**src/common/fcvoc_pkg.sv**
```systemverilog
/*
  Constants, record layout and range decoding for the four channel
  voltage output control block.
  Assumes a 10 MHz module clock and byte-wide record access.
*/
// Contract
// - Green status steady when bus and module OK
// - Red status steady while module reports error
// - Red status blinks 1 Hz on configuration error
// - Green status blinks 1 Hz on bus fault
// - No input image bytes are supplied
// - Output byte zero bits map channels 0-3
// - Parameter record six bytes, ranges 80h-83h
// - Short enable bits 0-3 per channel, default 0
// - Range code FFh deactivates the channel
// - Code 12h: 27648 is 10 V, limits 32511/-32512
// - Code 22h: 16384 is 10 V, limits +/-20480
// - Unipolar 10h/20h clamp negatives to zero
// - Errors light channel LED, record diagnostic
// - Parameter errors appear in diagnostic data
// - Short reported only when detection enabled
// - Record 01h full diagnostic, 00h first four
// - Fixed descriptor bytes 15h 73h 08h 04h
// - Module diagnostic byte bits 0-4 and 7
// - Channel byte bit0 parameter, bit3 short
// - Channel summary bits 0-3 per channel
// - 32-bit microsecond ticker captured on diagnostic
// - Internal byte bit3 overflow, bit4 communication
package fcvoc_pkg;

  // Clock and timing
  localparam int CLK_HZ          = 10_000_000;
  localparam int BLINK_HZ        = 1;
  localparam int BLINK_HALF_CYC  = CLK_HZ / (2 * BLINK_HZ);
  localparam int US_NS           = 1000;
  localparam int CLK_NS          = 1_000_000_000 / CLK_HZ;
  localparam int US_CYC          = US_NS / CLK_NS;

  // Record numbers
  localparam logic [7:0] REC_DIAG_SHORT = 8'h00;
  localparam logic [7:0] REC_DIAG_FULL  = 8'h01;
  localparam logic [7:0] REC_PARAM      = 8'h00;
  localparam logic [7:0] REC_RANGE_CH0  = 8'h80;
  localparam int         PARAM_BYTES    = 6;
  localparam int         DIAG_BYTES     = 20;
  localparam int         DIAG_SHORT_LEN = 4;

  // Parameter record byte positions
  localparam int PARAM_RSVD_IDX  = 0;
  localparam int PARAM_SHORT_IDX = 1;
  localparam int PARAM_RANGE_IDX = 2;

  // Reset values
  localparam logic [7:0] SHORT_DET_RST = 8'h00;
  localparam logic [7:0] RANGE_RST     = 8'h12;

  // Range codes
  localparam logic [7:0] RANGE_BI_K27  = 8'h12;
  localparam logic [7:0] RANGE_BI_K16  = 8'h22;
  localparam logic [7:0] RANGE_UNI_K27 = 8'h10;
  localparam logic [7:0] RANGE_UNI_K16 = 8'h20;
  localparam logic [7:0] RANGE_OFF     = 8'hFF;

  // Saturation limits
  localparam logic signed [15:0] K27_MAX = 16'sh7EFF;
  localparam logic signed [15:0] K27_MIN = 16'sh8100;
  localparam logic signed [15:0] K16_MAX = 16'sh5000;
  localparam logic signed [15:0] K16_MIN = 16'shB000;
  localparam logic signed [15:0] ZERO_W  = 16'sh0000;

  // Diagnostic descriptor bytes
  localparam logic [7:0] MOD_CLASS_INFO = 8'h15;
  localparam logic [7:0] CHAN_KIND      = 8'h73;
  localparam logic [7:0] DIAG_BITS_CH   = 8'h08;
  localparam logic [7:0] CHAN_COUNT     = 8'h04;

  // Module diagnostic byte fields
  localparam int MFS_FAIL   = 0;
  localparam int MFS_INT    = 1;
  localparam int MFS_EXT    = 2;
  localparam int MFS_CHAN   = 3;
  localparam int MFS_AUX    = 4;
  localparam int MFS_PARAM  = 7;
  // Internal diagnostic byte fields
  localparam int IFB_OVF    = 3;
  localparam int IFB_COMM   = 4;
  // Channel detail byte fields
  localparam int CHD_PARAM  = 0;
  localparam int CHD_SHORT  = 3;

  // True when the range code is one the converter supports
  function automatic logic fcvoc_range_ok(input logic [7:0] code);
    fcvoc_range_ok = (code == RANGE_BI_K27) || (code == RANGE_BI_K16)
                  || (code == RANGE_UNI_K27) || (code == RANGE_UNI_K16);
  endfunction : fcvoc_range_ok

endpackage : fcvoc_pkg

```
**src/hdl/fcvoc_chan.sv**
```systemverilog
/*
  One output channel: decodes its range code into scale and limits
  and saturates the output word for the converter.
  Assumes range code and word are held stable by the parent.
*/
`timescale 1ns/1ps
module fcvoc_chan
  import fcvoc_pkg::*;
(
  input  wire logic               clk,
  input  wire logic               reset,
  input  wire logic [7:0]         range_code,
  input  wire logic               release_out,
  input  wire logic signed [15:0] word,
  output logic signed [15:0]      dac_word,
  output logic                    scale_k16,
  output logic                    active,
  output logic                    param_err
);

  logic signed [15:0] hi;
  logic signed [15:0] lo;
  logic               ok;
  logic               narrow;

  // Limits per range; unipolar floors at zero
  always_comb
  begin
    ok     = fcvoc_range_ok(range_code);
    narrow = (range_code == RANGE_BI_K16) || (range_code == RANGE_UNI_K16);
    hi     = narrow ? K16_MAX : K27_MAX;
    unique case (range_code)
      RANGE_BI_K16:  lo = K16_MIN;
      RANGE_UNI_K27: lo = ZERO_W;
      RANGE_UNI_K16: lo = ZERO_W;
      default:       lo = K27_MIN;
    endcase
  end

  // Saturated converter word, zero when channel is off
  always_ff @(posedge clk or posedge reset)
  begin
    if (reset)
    begin
      dac_word <= ZERO_W;
      scale_k16 <= 1'b0;
      active   <= 1'b0;
    end
    else
    begin
      active   <= ok && release_out;
      scale_k16 <= narrow;
      if (!(ok && release_out))
        dac_word <= ZERO_W;
      else if (word > hi)
        dac_word <= hi;
      else if (word < lo)
        dac_word <= lo;
      else
        dac_word <= word;
    end
  end

  // Unsupported code, deactivate value excepted
  always_ff @(posedge clk or posedge reset)
  begin
    if (reset)
      param_err <= 1'b0;
    else
      param_err <= !ok && (range_code != RANGE_OFF);
  end

endmodule : fcvoc_chan

```
**src/hdl/fcvoc_top.sv**
```systemverilog
/*
  Four channel voltage output control: parameter and diagnostic
  records, output image, channel scaling, status and channel LEDs.
  Assumes record and image strobes are one-cycle pulses synchronous
  to clk; fault inputs are synchronous levels. No input image exists.
*/
`timescale 1ns/1ps
module fcvoc_top
  import fcvoc_pkg::*;
#(
  parameter int BLINK_HALF = fcvoc_pkg::BLINK_HALF_CYC
)
(
  input  wire logic               clk,
  input  wire logic               reset,
  input  wire logic               rec_wr,
  input  wire logic               rec_rd,
  input  wire logic [7:0]         rec_id,
  input  wire logic [7:0]         rec_index,
  input  wire logic [7:0]         rec_wdata,
  output logic [7:0]              rec_rdata,
  output logic                    rec_rvalid,
  output logic                    rec_rerr,
  input  wire logic               ctrl_wr,
  input  wire logic [7:0]         ctrl_byte,
  input  wire logic               word_wr,
  input  wire logic [1:0]         word_ch,
  input  wire logic signed [15:0] word_data,
  input  wire logic               bus_fault,
  input  wire logic               aux_supply_ok,
  input  wire logic [3:0]         short_detect,
  input  wire logic               diag_buf_overflow,
  input  wire logic               internal_comm_error,
  output logic signed [15:0]      voltage_out_ch0,
  output logic signed [15:0]      voltage_out_ch1,
  output logic signed [15:0]      voltage_out_ch2,
  output logic signed [15:0]      voltage_out_ch3,
  output logic [3:0]              scale_k16,
  output logic [3:0]              channel_active,
  output logic                    green_led,
  output logic                    red_led,
  output logic [3:0]              channel_led
);

  import fcvoc_pkg::*;

  // ------------------------------------------------------------
  // Storage
  // ------------------------------------------------------------
  logic [7:0]         output_channel_byte;
  logic [3:0]         short_detect_enable;
  logic [7:0]         range_code [4];
  logic signed [15:0] out_word [4];
  logic signed [15:0] dac_word [4];
  logic [3:0]         param_err;
  logic [7:0]         ch_fault_detail [4];
  logic [7:0]         channel_fault_summary;
  logic [7:0]         module_fault_summary;
  logic [7:0]         internal_fault_byte;
  logic [31:0]        us_count;
  logic [31:0]        fault_timestamp_us;
  logic [7:0]         us_div;
  logic [31:0]        blink_cnt;
  logic               blink;
  logic [31:0]        last_fault;
  logic [31:0]        next_fault;
  logic [7:0]         diag_byte;
  logic [7:0]         param_byte;

  // ------------------------------------------------------------
  // Output image
  // ------------------------------------------------------------

  // Byte zero of the image releases channels 0-3
  always_ff @(posedge clk or posedge reset)
  begin
    if (reset)
      output_channel_byte <= 8'h00;
    else if (ctrl_wr)
      output_channel_byte <= ctrl_byte;
  end

  // Channel output words
  always_ff @(posedge clk or posedge reset)
  begin
    if (reset)
    begin
      for (int i = 0; i < 4; i++)
        out_word[i] <= ZERO_W;
    end
    else if (word_wr)
      out_word[word_ch] <= word_data;
  end

  // ------------------------------------------------------------
  // Parameter record
  // ------------------------------------------------------------

  // Record 00h bytes and range records 80h-83h
  always_ff @(posedge clk or posedge reset)
  begin
    if (reset)
    begin
      short_detect_enable <= SHORT_DET_RST[3:0];
      for (int i = 0; i < 4; i++)
        range_code[i] <= RANGE_RST;
    end
    else if (rec_wr)
    begin
      if (rec_id == REC_PARAM)
      begin
        if (rec_index == 8'(PARAM_SHORT_IDX))
          short_detect_enable <= rec_wdata[3:0];
        else if (rec_index >= 8'(PARAM_RANGE_IDX)
                 && rec_index < 8'(PARAM_BYTES))
          range_code[2'(rec_index - 8'(PARAM_RANGE_IDX))] <= rec_wdata;
      end
      else if (rec_id[7:2] == REC_RANGE_CH0[7:2] && rec_index == 8'h00)
        range_code[rec_id[1:0]] <= rec_wdata;
    end
  end

  // ------------------------------------------------------------
  // Channels
  // ------------------------------------------------------------

  // One scaler per channel
  generate
    for (genvar g = 0; g < 4; g++)
    begin : g_chan
      fcvoc_chan u_chan
      (
        .clk         (clk),
        .reset       (reset),
        .range_code  (range_code[g]),
        .release_out (output_channel_byte[g]),
        .word        (out_word[g]),
        .dac_word    (dac_word[g]),
        .scale_k16   (scale_k16[g]),
        .active      (channel_active[g]),
        .param_err   (param_err[g])
      );
    end
  endgenerate

  assign voltage_out_ch0 = dac_word[0];
  assign voltage_out_ch1 = dac_word[1];
  assign voltage_out_ch2 = dac_word[2];
  assign voltage_out_ch3 = dac_word[3];

  // ------------------------------------------------------------
  // Diagnostic bytes
  // ------------------------------------------------------------

  // Per-channel detail, short gated by its enable
  always_ff @(posedge clk or posedge reset)
  begin
    if (reset)
    begin
      for (int i = 0; i < 4; i++)
        ch_fault_detail[i] <= 8'h00;
    end
    else
    begin
      for (int i = 0; i < 4; i++)
      begin
        ch_fault_detail[i]            <= 8'h00;
        ch_fault_detail[i][CHD_PARAM] <= param_err[i];
        ch_fault_detail[i][CHD_SHORT] <= short_detect[i]
                                         && short_detect_enable[i];
      end
    end
  end

  // Channel summary and internal bytes
  always_ff @(posedge clk or posedge reset)
  begin
    if (reset)
    begin
      channel_fault_summary <= 8'h00;
      internal_fault_byte   <= 8'h00;
    end
    else
    begin
      for (int i = 0; i < 4; i++)
        channel_fault_summary[i] <= |ch_fault_detail[i];
      channel_fault_summary[7:4] <= 4'h0;
      internal_fault_byte             <= 8'h00;
      internal_fault_byte[IFB_OVF]  <= diag_buf_overflow;
      internal_fault_byte[IFB_COMM] <= internal_comm_error;
    end
  end

  // Module diagnostic byte assembled from the other bytes and the fault inputs
  always_comb
  begin
    module_fault_summary            = 8'h00;
    module_fault_summary[MFS_INT]   = |internal_fault_byte;
    module_fault_summary[MFS_EXT]   = |(short_detect & short_detect_enable);
    module_fault_summary[MFS_CHAN]  = |channel_fault_summary;
    module_fault_summary[MFS_AUX]   = !aux_supply_ok;
    module_fault_summary[MFS_PARAM] = |param_err;
    module_fault_summary[MFS_FAIL]  = |module_fault_summary;
  end

  // ------------------------------------------------------------
  // Microsecond ticker and capture
  // ------------------------------------------------------------

  // Free-running ticker from reset, wraps at 2^32
  always_ff @(posedge clk or posedge reset)
  begin
    if (reset)
    begin
      us_div   <= 8'h00;
      us_count <= 32'h0000_0000;
    end
    else if (us_div == 8'(US_CYC - 1))
    begin
      us_div   <= 8'h00;
      us_count <= us_count + 32'h0000_0001;
    end
    else
      us_div <= us_div + 8'h01;
  end

  // Fault picture whose change marks a new diagnostic
  assign next_fault = {module_fault_summary, channel_fault_summary,
                       internal_fault_byte, 4'h0, param_err};

  // Timestamp latched when a nonzero diagnostic appears or changes
  always_ff @(posedge clk or posedge reset)
  begin
    if (reset)
    begin
      last_fault         <= 32'h0000_0000;
      fault_timestamp_us <= 32'h0000_0000;
    end
    else
    begin
      last_fault <= next_fault;
      if (next_fault != last_fault && next_fault != 32'h0000_0000)
        fault_timestamp_us <= us_count;
    end
  end

  // ------------------------------------------------------------
  // Record read-back
  // ------------------------------------------------------------

  // Diagnostic record byte by index
  always_comb
  begin
    unique case (rec_index)
      8'd0:    diag_byte = module_fault_summary;
      8'd1:    diag_byte = MOD_CLASS_INFO;
      8'd2:    diag_byte = 8'h00;
      8'd3:    diag_byte = internal_fault_byte;
      8'd4:    diag_byte = CHAN_KIND;
      8'd5:    diag_byte = DIAG_BITS_CH;
      8'd6:    diag_byte = CHAN_COUNT;
      8'd7:    diag_byte = channel_fault_summary;
      8'd8:    diag_byte = ch_fault_detail[0];
      8'd9:    diag_byte = ch_fault_detail[1];
      8'd10:   diag_byte = ch_fault_detail[2];
      8'd11:   diag_byte = ch_fault_detail[3];
      8'd16:   diag_byte = fault_timestamp_us[7:0];
      8'd17:   diag_byte = fault_timestamp_us[15:8];
      8'd18:   diag_byte = fault_timestamp_us[23:16];
      8'd19:   diag_byte = fault_timestamp_us[31:24];
      default: diag_byte = 8'h00;                   // Spare channel bytes
    endcase
  end

  // Range code read from a range record
  assign param_byte = range_code[rec_id[1:0]];

  // Registered answer one cycle after the read strobe
  always_ff @(posedge clk or posedge reset)
  begin
    if (reset)
    begin
      rec_rdata  <= 8'h00;
      rec_rvalid <= 1'b0;
      rec_rerr   <= 1'b0;
    end
    else
    begin
      rec_rvalid <= 1'b0;
      rec_rerr   <= 1'b0;
      if (rec_rd)
      begin
        if (rec_id == REC_DIAG_FULL && rec_index < 8'(DIAG_BYTES))
        begin
          rec_rdata  <= diag_byte;
          rec_rvalid <= 1'b1;
        end
        else if (rec_id == REC_DIAG_SHORT
                 && rec_index < 8'(DIAG_SHORT_LEN))
        begin
          rec_rdata  <= diag_byte;
          rec_rvalid <= 1'b1;
        end
        else if (rec_id[7:2] == REC_RANGE_CH0[7:2] && rec_index == 8'h00)
        begin
          rec_rdata  <= param_byte;
          rec_rvalid <= 1'b1;
        end
        else
        begin
          rec_rdata <= 8'h00;
          rec_rerr  <= 1'b1;
        end
      end
    end
  end

  // ------------------------------------------------------------
  // LEDs
  // ------------------------------------------------------------

  // 1 Hz blink source
  always_ff @(posedge clk or posedge reset)
  begin
    if (reset)
    begin
      blink_cnt <= 32'h0000_0000;
      blink     <= 1'b0;
    end
    else if (blink_cnt >= 32'(BLINK_HALF - 1))
    begin
      blink_cnt <= 32'h0000_0000;
      blink     <= ~blink;
    end
    else
      blink_cnt <= blink_cnt + 32'h0000_0001;
  end

  // Status and channel LEDs
  always_ff @(posedge clk or posedge reset)
  begin
    if (reset)
    begin
      green_led   <= 1'b0;
      red_led     <= 1'b0;
      channel_led <= 4'h0;
    end
    else
    begin
      if (bus_fault)
        green_led <= blink;
      else
        green_led <= (module_fault_summary == 8'h00);
      if (|param_err)
        red_led <= blink;
      else
        red_led <= (module_fault_summary != 8'h00);
      for (int i = 0; i < 4; i++)
        channel_led[i] <= |ch_fault_detail[i];
    end
  end

  // No input image: nothing is returned cyclically to the host

endmodule : fcvoc_top

```
**config.mk**
```make
export PLATFORM = sky130hd
export DESIGN_NAME = fcvoc_top
export DESIGN_NICKNAME = d
export VERILOG_FILES = /design/src/common/fcvoc_pkg.sv /design/src/hdl/fcvoc_chan.sv /design/src/hdl/fcvoc_top.sv
export SDC_FILE = /design/constraint.sdc
export NUM_CORES = 1
export LEC_CHECK = 0
export BUFFER_PORTS_ARGS = -buffer_cell sky130_fd_sc_hd__clkbuf_2
export CORE_MARGIN = 8
export CORE_UTILIZATION = 55
export DETAILED_ROUTE_END_ITERATION = 10
export HOLD_SLACK_MARGIN = 0.1
export PLACE_DENSITY = 0.79
export SETUP_SLACK_MARGIN = 0.2
export SYNTH_ARGS = -nofsm -noshare
export SYNTH_HDL_FRONTEND = slang
export SYNTH_SLANG_ARGS = --single-unit
```
**constraint.sdc**
```tcl
create_clock -name clk -period 13.91 [get_ports clk]
set_input_delay 2.0865 -clock clk [delete_from_list [all_inputs] [get_ports clk]]
set_output_delay 2.0865 -clock clk [all_outputs]
set_load 0.02 [all_outputs]
```
==> results of run 1 <==
==> sequential cells by signal, indices dropped and copies added, names as in the netlist, 2 cells and up <==
name	flops
ch_fault_detail	8
channel_led	4
short_detect_enable	4
range_code	32
us_div	8
fault_timestamp_us	32
us_count	32
output_channel_byte	4
rec_rdata	8
g_chan.u_chan.active	4
internal_fault_byte	2
g_chan.u_chan.scale_k16	4
g_chan.u_chan.param_err	4
out_word	64
blink_cnt	32
last_fault	12
g_chan.u_chan.dac_word	64
==> cells by family (layout without fill, tap and decap cells) <==
family / after synthesis / count (layout) / synth area share [%]
compound gates: 189 / 189 / 8.82
flops: 323 / 323 / 52.5
simple gates: 390 / 390 / 13.8
mux: 156 / 156 / 13.0
fa+ha+maj: 65 / 65 / 5.26
buf+inv: 77 / 249 / 2.30
xor+xnor: 75 / 75 / 4.26
other cells: 1 / 10 / 0.0243
==> worst min path at each step <==
stage | endpoint | slack (ns) | cells past startpoint
final | ch_fault_detail[16] | 0.43 | 0
after global placement | ch_fault_detail[0] | 0.40 | 0
after detailed placement | ch_fault_detail[16] | 0.42 | 0
after floorplan | ch_fault_detail[24] | 0.38 | 0
after CTS | ch_fault_detail[16] | 0.43 | 0
after global routing | ch_fault_detail[16] | 0.44 | 0
==> stage by stage <==
stage / cell area, sq um / instances
floorplan: 15400 / 1284
global route: 17700 / 1835
finish: 17700 / 1835
detailed placement: 16500 / 1769
global placement: 16500 / 1769
CTS: 17700 / 1834
==> metal layers <==
metal | up-vias | global-route usage [%] | part of all wire [%]
met3 | 97 | 5.36 | 6.8
li1 | 4956 | - | -
met5 | - | 0 | 0.076
met1 | 5413 | 28.3 | 43
met2 | 395 | 35.8 | 47
met4 | 4 | 8.46 | 3.6
==> Yosys cell counts (all sizes together) (5+ instances only) <==
cell type and count:
o22ai 9, inv 28, nor2 73, a211oi 6, xor2 30, nand3 54
a21oi 48, nor4b 5, a31oi 10, and2 8, o211ai 9, and3 16
o21ai 19, nand2b 13, o21a 6, dfstp 8, nor3b 5, o31ai 11
mux2 139, nand4 19, nor2b 16, or3 9, buf 22, nor4 17
xnor2 45, nand3b 6, nand2 88, a31o 35, and4 10, dfrtp 315
ha 64, clkbuf 27, or2 11, or4 7, nor3 20, mux4 13
==> power groups by stage <==
stage          Clock [mW]  Combinational, mW  Sequential (mW)
6_report            0.932              0.181             1.03
2_1_floorplan           0              0.130             1.03
3_5_place_dp            0              0.179             1.04
3_3_place_gp            0              0.169             1.04
4_1_cts             0.949              0.181             1.03
5_1_grt             0.987              0.202             1.03
==> cell type report <==
type	instances	area, sq um
Timing Repair Buffer	156	803
Clock buffer	48	976
Multi-Input combinational cell	884	7010
Fill cell	2085	10000
Antenna cell	1	2.50
Inverter	28	113
Sequential cell	323	8090
Tap cell	378	473
Clock inverter	17	186
==> worst max-delay path, delay by kind of cell, from the launching register on <==
family	cells	cell delay (ns)
AND/OR/NAND/NOR	6	2.87
AO/OA/AOI/OAI	3	0.94
flip-flops	1	0.40
adder cells (fa/ha/maj)	1	0.23
==> results.sh, run 1 <==
export IMPL_status="completed"
export IMPL_routed_wl_um=36900
export IMPL_rsz0062_at_grt="false"
export IMPL_grt_pass1_vias=11094
export IMPL_yosysTopAreaCellShare_pct=51.1
export IMPL_place_port_buffers=147
export IMPL_rows=61
export IMPL_start_util_pct=55.6
export IMPL_antenna_found_initial=4
export IMPL_htree_levels=2
export IMPL_finalPower_mw=2.14
export IMPL_clockRootBuffer="clkbuf_16"
export IMPL_worstReg2RegEnd="g_chan[0].u_chan.dac_word[13]"
export IMPL_seq_area_frac_synth_pct=52.5
export IMPL_cts_resized=0
export IMPL_swShare_pct=24.6
export IMPL_avgRoutedWirePerCell_um=20.1
export IMPL_nets=1557
export IMPL_finalHoldViolations=0
export IMPL_cap_violations=0
export IMPL_combPwrFrac_pct=8.4
export IMPL_worst_slew_pin_slew_ns=1.24
export IMPL_drc=0
export IMPL_endpoint_kind="register"
export IMPL_worst_ir_drop_vdd_mv=0.0855
export IMPL_cts_tree="built"
export IMPL_cts_sinks=323
export IMPL_post_route_period_util_pct=32.7
export IMPL_drtPass1Iterations=7
export IMPL_synthTopCellsByArea="dfrtp_1 51%, mux2_2 7.6%, ha_1 5.2%"
export IMPL_core_sq_um=27700
export IMPL_r2r_slack_ns=9.36
export IMPL_cts_hold_fix_buffers=0
export IMPL_synth_ff_type="dfrtp_1"
export IMPL_setup_slack_ns=9.36
export IMPL_die_w_um=183
export IMPL_crit_end="g_chan[0].u_chan.dac_word[13]"
export IMPL_gp_congestion=0.944
export IMPL_min_from="g_chan[1].u_chan.param_err"
export IMPL_grtUsageTotal_pct=22.1
export IMPL_cp_max_fo=18
export IMPL_fin_tns_setup_ns=0
export IMPL_mostFrequentLayoutCell="dfrtp_1"
export IMPL_power_density_nw_per_um2=121
export IMPL_yosys_warnings=0
export IMPL_required_ns=14.30
export IMPL_cp_slowest_cell="nor3b_4"
export IMPL_routed_via_count=10865
export IMPL_crit_chain="or4_1 > or2_1 > nor3b_4 > nand2_1 > ha_1 > or4b_2 > o32ai_1 > a31oi_2 > or2_1 > a311oi_1"
export IMPL_p_clk_share_pct=43.6
export IMPL_overflow=0
export IMPL_clockBufferDepth=3
export IMPL_yosys_register_bits=323
export IMPL_netlist_area_sq_um=15400
export IMPL_final_min_clock_period_ns=4.55
export IMPL_syn_to_final_growth_pct=14.6
export IMPL_initialDrtViolationCount=937
export IMPL_synth_edff_count=0
export IMPL_cp_start_kind="register"
export IMPL_synth_cells=1276
export IMPL_hold_path_class="reg2reg"
export IMPL_grt_pass1_wl_um=59800
export IMPL_fin_skew_ns=0.0221
export IMPL_clk_latency_ns=0.52
export IMPL_drive_above_1_share_pct=30.5
export IMPL_postCtsSetupRepairBufs=0
export IMPL_p_leak_nw=8.32
export IMPL_seqPwrFrac_pct=48.0
export IMPL_p_sw_uw=527
export IMPL_path_class="reg2reg"
export IMPL_r2r_start="range_code[26]"
export IMPL_place_ws_ns=9.39
export IMPL_final_util_pct=63.7
export IMPL_crit_start="range_code[26]"
export IMPL_ys_types=87
export IMPL_async_flop_share_pct=100
export IMPL_antenna_left=0
export IMPL_whs_ns=0.429
export IMPL_yosysTopAreaCell="dfrtp_1"
export IMPL_via_per_inst=5.92
export IMPL_max_slew_margin_pct=16.8
export IMPL_syn_avg_cell_area_sq_um=12.1
export IMPL_path_clk_slew_ns=0.06
export IMPL_die_h_um=183
export IMPL_critPathMaxStageDelay_ns=0.72
export IMPL_max_freq_mhz=220
export IMPL_cts_made_buffers=36
export IMPL_worstPathArrival_ns=4.94
export IMPL_final_max_slew_viol_count=0
export IMPL_dieArea_sq_um=33600
export IMPL_ff2ff_path_depth=10
export IMPL_layout_common_cells="315 x dfrtp_1, 147 x clkbuf_2, 104 x mux2_2"
export IMPL_p_int_mw=1.61
export IMPL_dp_hpwl_um=26500
export IMPL_ios=152
export IMPL_grt_max_degree=99
export IMPL_cpMostUsedCell="or2_1"
export IMPL_finalSetupViolCount=0
Note: power is estimated with default switching activity, not from simulation.
==> inputs of run 2 (changes only) <==
--- a/config.mk
+++ b/config.mk
@@ -5,12 +5,13 @@
 export SDC_FILE = /design/constraint.sdc
 export NUM_CORES = 1
 export LEC_CHECK = 0
+export ABC_AREA = 1
 export BUFFER_PORTS_ARGS = -buffer_cell sky130_fd_sc_hd__clkbuf_2
 export CORE_MARGIN = 8
-export CORE_UTILIZATION = 55
+export CORE_UTILIZATION = 54
 export DETAILED_ROUTE_END_ITERATION = 10
 export HOLD_SLACK_MARGIN = 0.1
-export PLACE_DENSITY = 0.79
+export PLACE_DENSITY = 0.81
 export SETUP_SLACK_MARGIN = 0.2
 export SYNTH_ARGS = -nofsm -noshare
 export SYNTH_HDL_FRONTEND = slang
==> constraint.sdc (replaced) <==
create_clock -name clk -period 3.8 [get_ports clk]
set_input_delay 0.57 -clock clk [delete_from_list [all_inputs] [get_ports clk]]
set_output_delay 0.57 -clock clk [all_outputs]
set_load 0.02 [all_outputs]
==> results.sh, run 2 <==
export IMPL_hold_path_class="in2reg"
export IMPL_cts_sinks=323
export IMPL_drive_above_1_share_pct=12.3
export IMPL_synth_mux_area_fraction_pct=0.209
export IMPL_cts_made_buffers=36
export IMPL_worstPathArrival_ns=3.60
export IMPL_setup_slack_ns=0.644
export IMPL_dieArea_sq_um=35700
export IMPL_grt_pass1_wl_um=66600
export IMPL_core_sq_um=29600
export IMPL_ys_types=53
export IMPL_gp_congestion=0.939
export IMPL_critPathMaxStageDelay_ns=0.41
export IMPL_max_freq_mhz=317
export IMPL_netlist_area_sq_um=16200
export IMPL_required_ns=4.25
export IMPL_swShare_pct=25.8
export IMPL_cp_slowest_cell="dfrtp_1"
export IMPL_clockBufferDepth=3
export IMPL_endpoint_kind="register"
export IMPL_seqPwrFrac_pct=45.8
export IMPL_start_util_pct=54.6
export IMPL_synth_cells=1996
export IMPL_p_clk_share_pct=44.2
export IMPL_postCtsSetupRepairBufs=0
export IMPL_synth_top_family_by_area="simple AND/OR/NAND/NOR gates"
export IMPL_die_w_um=189
export IMPL_place_ws_ns=0.765
export IMPL_final_max_slew_viol_count=0
export IMPL_seq_area_frac_synth_pct=50.1
export IMPL_routed_wl_um=40600
export IMPL_grt_pass1_vias=13550
export IMPL_design_area_sq_um=18500
export IMPL_synth_compound_area_share_pct=7.39
export IMPL_overflow=0
export IMPL_drc=0
export IMPL_rows=63
export IMPL_cts_resized=0
export IMPL_die_h_um=189
export IMPL_fin_skew_ns=0.0190
export IMPL_synth_common_cells="553 x nand2_1, 315 x dfrtp_1, 266 x inv_1"
export IMPL_clockRootBuffer="clkbuf_16"
export IMPL_top_regs="g_chan.u_chan.dac_word: 64 flops, out_word: 64 flops"
export IMPL_syn_to_final_growth_pct=14.6
export IMPL_cpMostUsedCell="nand2_1"
export IMPL_syn_avg_cell_area_sq_um=8.09
export IMPL_finalSetupViolCount=0
export IMPL_drtPass1Iterations=5
export IMPL_cts_tree="built"
export IMPL_finalHoldViolations=0
export IMPL_clk_latency_ns=0.52
export IMPL_p_sw_mw=2.12
export IMPL_p_int_mw=6.10
export IMPL_synthTopCellsByArea="dfrtp_1 49%, nand2_1 13%, inv_1 6.2%"
export IMPL_yosys_area_share_simple_pct=26.9
export IMPL_htree_levels=2
export IMPL_place_port_buffers=147
export IMPL_cp_top_family="simple AND/OR/NAND/NOR gates"
export IMPL_antenna_left=0
export IMPL_avgRoutedWirePerCell_um=15.8
export IMPL_path_buf_inv=4
export IMPL_synth_ff_type="dfrtp_1"
export IMPL_status="completed"
export IMPL_synth_xor_area_share_pct=2.49
export IMPL_grtUsageTotal_pct=22.6
export IMPL_power_density_nw_per_um2=444
export IMPL_cp_max_fo=15
export IMPL_max_slew_margin_pct=30.9
export IMPL_cp_start_kind="register"
export IMPL_routed_via_count=13757
export IMPL_grt_max_degree=100
export IMPL_n_antenna_cell=0
export IMPL_dp_hpwl_um=29700
export IMPL_crit_chain="inv_1 > nand3_1 > nor3_1 > inv_1 > nor2_1 > buf_4 > ha_1 > a21oi_1 > nor2_1 > nor3_1 > nand2_1 > nand2_1 > nand2_1 > nand2_1 > nand2_1 > nand2_1 > nand2_1 > inv_1"
export IMPL_worst_slew_pin_slew_ns=1.03
export IMPL_cts_hold_fix_buffers=0
export IMPL_async_flop_share_pct=100
export IMPL_synth_edff_count=0
export IMPL_yosysTopAreaCellShare_pct=48.8
export IMPL_nets=2276
export IMPL_mostFrequentLayoutCell="nand2_1"
export IMPL_worst_ir_drop_vdd_mv=0.320
export IMPL_via_per_inst=5.36
export IMPL_layout_common_cells="553 x nand2_1, 315 x dfrtp_1, 265 x inv_1"
export IMPL_rsz0062_at_grt="false"
export IMPL_post_route_period_util_pct=83.1
export IMPL_yosys_register_bits=323
export IMPL_path_class="reg2reg"
export IMPL_place_area_sq_um=17300
export IMPL_path_clk_slew_ns=0.06
export IMPL_ios=152
export IMPL_final_min_clock_period_ns=3.16
export IMPL_p_leak_nw=10.3
export IMPL_antenna_found_initial=0
export IMPL_placed_cells=2500
export IMPL_yosys_warnings=0
export IMPL_synth_most_common_cell="nand2_1"
export IMPL_yosysTopAreaCell="dfrtp_1"
export IMPL_combPwrFrac_pct=10.0
export IMPL_synth_fa_ha_area_share_pct=4.96
export IMPL_cap_violations=0
export IMPL_stdcell_count=2565
export IMPL_initialDrtViolationCount=1320
## run 2: cell count changes in the layout (fill, tap and decap cells not counted), sizes merged, moves of 90 or more
cell	before	now
nand2	88	556
inv	29	271
o21ai	19	123
mux2	139	3
nor2	73	198
nand3	54	144
## run 2: power groups by stage
stage | sequential, mW | clock [mW] | combinational [mW]
6_report | 3.76 | 3.63 | 0.822
5_1_grt | 3.78 | 3.84 | 0.946
4_1_cts | 3.76 | 3.69 | 0.824
3_5_place_dp | 3.82 | 0 | 0.815
3_3_place_gp | 3.81 | 0 | 0.772
2_1_floorplan | 3.79 | 0 | 0.571
## run 2: logic make-up (layout without fill, tap and decap cells)
logic type                 count (synthesis)  count (layout)
DFF                                      323             323
buffers and inverters                    323             494
muxes                                      3               3
adders and majority gates                 64              64
and+or+nand+nor                         1013            1013
other                                      1               9
AOI/OAI and AO/OA                        223             223
xor gates and xnor gates                  46              46
## run 2: cell type report
| class | instances | area [sq um] |
|---|---|---|
| fill | 2508 | 11000 |
| sequential | 323 | 8090 |
| multi-input combinational | 1358 | 6810 |
| inverter | 272 | 1020 |
| clock buffer | 46 | 998 |
| timing repair buffer | 157 | 848 |
| tap | 390 | 488 |
| clock inverter | 19 | 254 |
## run 2: metrics by stage
step	total power [mW]	setup TNS (ns)	hold WS (ns)	util, %
detailed placement	4.63	0	0.390	58.4
floorplan	4.36	-337.75	0.375	-
global route	8.56	0	0.137	62.6
CTS	8.27	0	0.139	62.6
finish	8.21	0	0.161	62.6
global placement	4.58	0	0.402	58.4
## run 2: worst paths after layout
| kind | slack (ns) | end | cells past startpoint | start |
|---|---|---|---|---|
| max in group asynchronous | 2.67 | out_word[51] | 3 | reset |
| max | 0.64 | g_chan[0].u_chan.dac_word[3] | 18 | range_code[27] |
| min reg2reg | 0.41 | last_fault[12] | 0 | internal_fault_byte[4] |
| min | 0.16 | internal_fault_byte[3] | 1 | diag_buf_overflow |
| max reg2reg | 0.64 | g_chan[0].u_chan.dac_word[3] | 18 | range_code[27] |
| min in group asynchronous | 0.18 | range_code[7] | 2 | reset |
## run 2: layer usage
metal / up-vias / share of wire, % / routed length [um] / track usage [%]
li1: 6661 / - / - / -
met5: - / 0 / 0 / 0
met1: 6497 / 42 / 17000 / 29.1
met2: 485 / 47 / 19200 / 37.2
met3: 114 / 7.1 / 2880 / 4.60
met4: 0 / 3.7 / 1500 / 8.84
==> inputs of run 3 (changes only) <==
--- a/config.mk
+++ b/config.mk
@@ -8,10 +8,10 @@
 export ABC_AREA = 1
 export BUFFER_PORTS_ARGS = -buffer_cell sky130_fd_sc_hd__clkbuf_2
 export CORE_MARGIN = 8
-export CORE_UTILIZATION = 54
+export CORE_UTILIZATION = 55
 export DETAILED_ROUTE_END_ITERATION = 10
 export HOLD_SLACK_MARGIN = 0.1
-export PLACE_DENSITY = 0.81
+export PLACE_DENSITY = 0.79
 export SETUP_SLACK_MARGIN = 0.2
 export SYNTH_ARGS = -nofsm -noshare
 export SYNTH_HDL_FRONTEND = slang
==> constraint.sdc (replaced) <==
create_clock -name clk -period 3.1 [get_ports clk]
set_input_delay 0.465 -clock clk [delete_from_list [all_inputs] [get_ports clk]]
set_output_delay 0.465 -clock clk [all_outputs]
set_load 0.02 [all_outputs]
==> results.sh, run 3 (synthesis results as in run 2) <==
export IMPL_path_class="reg2reg"
export IMPL_finalHoldViolations=0
export IMPL_cp_start_kind="register"
export IMPL_clockRootBuffer="clkbuf_16"
export IMPL_finalSetupViolCount=0
export IMPL_stdcell_count=2573
export IMPL_final_util_pct=65.0
export IMPL_p_leak_nw=10.4
export IMPL_cp_max_fo=14
export IMPL_gr_usage_met2_pct=38.5
export IMPL_start_util_pct=56.1
export IMPL_path_buf_inv=3
export IMPL_required_ns=3.56
export IMPL_max_slew_margin_pct=34.6
export IMPL_place_area_sq_um=17300
export IMPL_routed_via_count=13638
export IMPL_rsz0062_at_grt="true"
export IMPL_design_area_sq_um=18700
export IMPL_core_sq_um=28800
export IMPL_nets=2288
export IMPL_layout_common_cells="546 x nand2_1, 315 x dfrtp_1, 265 x inv_1"
export IMPL_clk_latency_ns=0.53
export IMPL_max_freq_mhz=369
export IMPL_finalPower_mw=10.2
export IMPL_busiest_layer="met2"
export IMPL_rows=62
export IMPL_grt_pass1_wl_um=66400
export IMPL_cts_tree="built"
export IMPL_cts_sinks=323
export IMPL_dp_hpwl_um=30300
export IMPL_die_w_um=187
export IMPL_hold_path_endpoint="green_led"
export IMPL_combPwrFrac_pct=10.1
export IMPL_drtPass1Iterations=5
export IMPL_endpoint_kind="register"
export IMPL_final_max_slew_viol_count=0
export IMPL_grt_pass1_vias=13306
export IMPL_crit_chain="nor2_1 > nor2b_1 > inv_1 > nor2_1 > buf_4 > nand2_1 > ha_1 > a211oi_1 > nand3_2 > nand2_1 > nand2_1 > nand3_1 > nand2_1 > inv_1"
export IMPL_final_min_clock_period_ns=2.71
export IMPL_antenna_left=0
export IMPL_syn_to_final_growth_pct=15.8
export IMPL_dieArea_sq_um=35100
export IMPL_use_met3_pct=4.18
export IMPL_min_from="bus_fault"
export IMPL_initialDrtViolationCount=1098
export IMPL_drc=0
export IMPL_antenna_found_initial=0
export IMPL_worst_ir_drop_vdd_mv=0.428
export IMPL_fin_skew_ns=0.0217
export IMPL_whs_ns=0.150
export IMPL_cp_top_family="simple AND/OR/NAND/NOR gates"
export IMPL_path_clk_slew_ns=0.06
export IMPL_htree_levels=2
export IMPL_hold_path_class="in2reg"
export IMPL_routed_wl_um=40700
export IMPL_worst_slew_pin_slew_ns=0.979
export IMPL_via_per_inst=5.30
export IMPL_avgRoutedWirePerCell_um=15.8
export IMPL_r2r_start="range_code[22]"
export IMPL_placed_cells=2502
export IMPL_r2r_slack_ns=0.39
export IMPL_cpMostUsedCell="nand2_1"
export IMPL_whs_path_depth=2
export IMPL_n_antenna_cell=0
export IMPL_cap_violations=0
export IMPL_power_density_nw_per_um2=543
export IMPL_use_met1_pct=29.2
export IMPL_status="completed"
export IMPL_critPathMaxStageDelay_ns=0.42
export IMPL_postCtsSetupRepairBufs=0
export IMPL_p_clk_share_pct=44.4
export IMPL_cp_slowest_cell="dfrtp_1"
export IMPL_gp_congestion=0.945
export IMPL_overflow=0
export IMPL_drive_above_1_share_pct=12.8
export IMPL_post_route_period_util_pct=87.4
export IMPL_place_port_buffers=147
export IMPL_seqPwrFrac_pct=45.5
export IMPL_swShare_pct=25.6
export IMPL_worstPathArrival_ns=3.17
export IMPL_n_fill_cell=2384
export IMPL_ff2ff_path_depth=14
export IMPL_p_sw_mw=2.60
export IMPL_grt_max_degree=58
export IMPL_p_int_mw=7.55
export IMPL_die_h_um=187
export IMPL_clockBufferDepth=3
export IMPL_cts_made_buffers=37
export IMPL_mostFrequentLayoutCell="nand2_1"
export IMPL_grtUsageTotal_pct=22.9
export IMPL_ios=152
export IMPL_worstReg2RegEnd="g_chan[1].u_chan.dac_word[12]"
export IMPL_top_regs="g_chan.u_chan.dac_word: 64 flops, out_word: 64 flops"
## run 3: changes by cell type in the layout (fill, tap and decap cells not counted), sizes merged, moves of 3 or more
cell | before | now
clkinvlp | 6 | 2
buf | 10 | 18
clkbuf | 193 | 203
dlygate4sd3 | 0 | 3
## run 3: layer usage
| metal | part of all wire (%) | wire length, um |
|---|---|---|
| met1 | 42 | 17100 |
| met2 | 48 | 19600 |
| met3 | 6.6 | 2700 |
| met4 | 3.0 | 1230 |
| met5 | 0 | 0 |
## run 3: worst max path at each step
stage | slack, ns | end | depth (start not counted) | from
floorplan | -1.67 | blink | 1 | reset
global placement | 0.44 | g_chan[1].u_chan.dac_word[13] | 14 | range_code[22]
detailed placement | 0.36 | g_chan[1].u_chan.dac_word[13] | 14 | range_code[22]
CTS | 0.31 | g_chan[1].u_chan.dac_word[13] | 14 | range_code[22]
global route | 0.16 | g_chan[2].u_chan.dac_word[15] | 17 | range_code[14]
finish | 0.39 | g_chan[1].u_chan.dac_word[12] | 14 | range_code[22]
## run 3: cell type report
| class | count | area [sq um] | area share (%) |
|---|---|---|---|
| sequential | 323 | 8090 | 43.3 |
| multi-input combinational | 1358 | 6850 | 36.6 |
| clock buffer | 56 | 1090 | 5.82 |
| inverter | 272 | 1020 | 5.48 |
| timing repair buffer | 168 | 976 | 5.22 |
| tap | 384 | 480 | 2.57 |
| clock inverter | 12 | 193 | 1.03 |
## run 3: power by group through the flow
stage	Combinational, mW	Sequential (mW)	Clock (mW)
after floorplan	0.699	4.64	0
after global placement	0.962	4.67	0
after detailed placement	1.01	4.68	0
after CTS	1.02	4.61	4.58
after global routing	1.18	4.63	4.78
final	1.03	4.61	4.51
## run 3: timing repair
item,CTS,global route
endpoints found under the setup margin,0,57
hold endpoints to repair,17,0
resized for setup,0,13
hold buffers,3,0
## run 3: per-stage QoR
stage | TNS (ns) | worst slack (ns)
global placement | 0 | 0.437
CTS | 0 | 0.308
detailed placement | 0 | 0.355
finish | 0 | 0.390
global route | 0 | 0.163
floorplan | -529.21 | -1.67
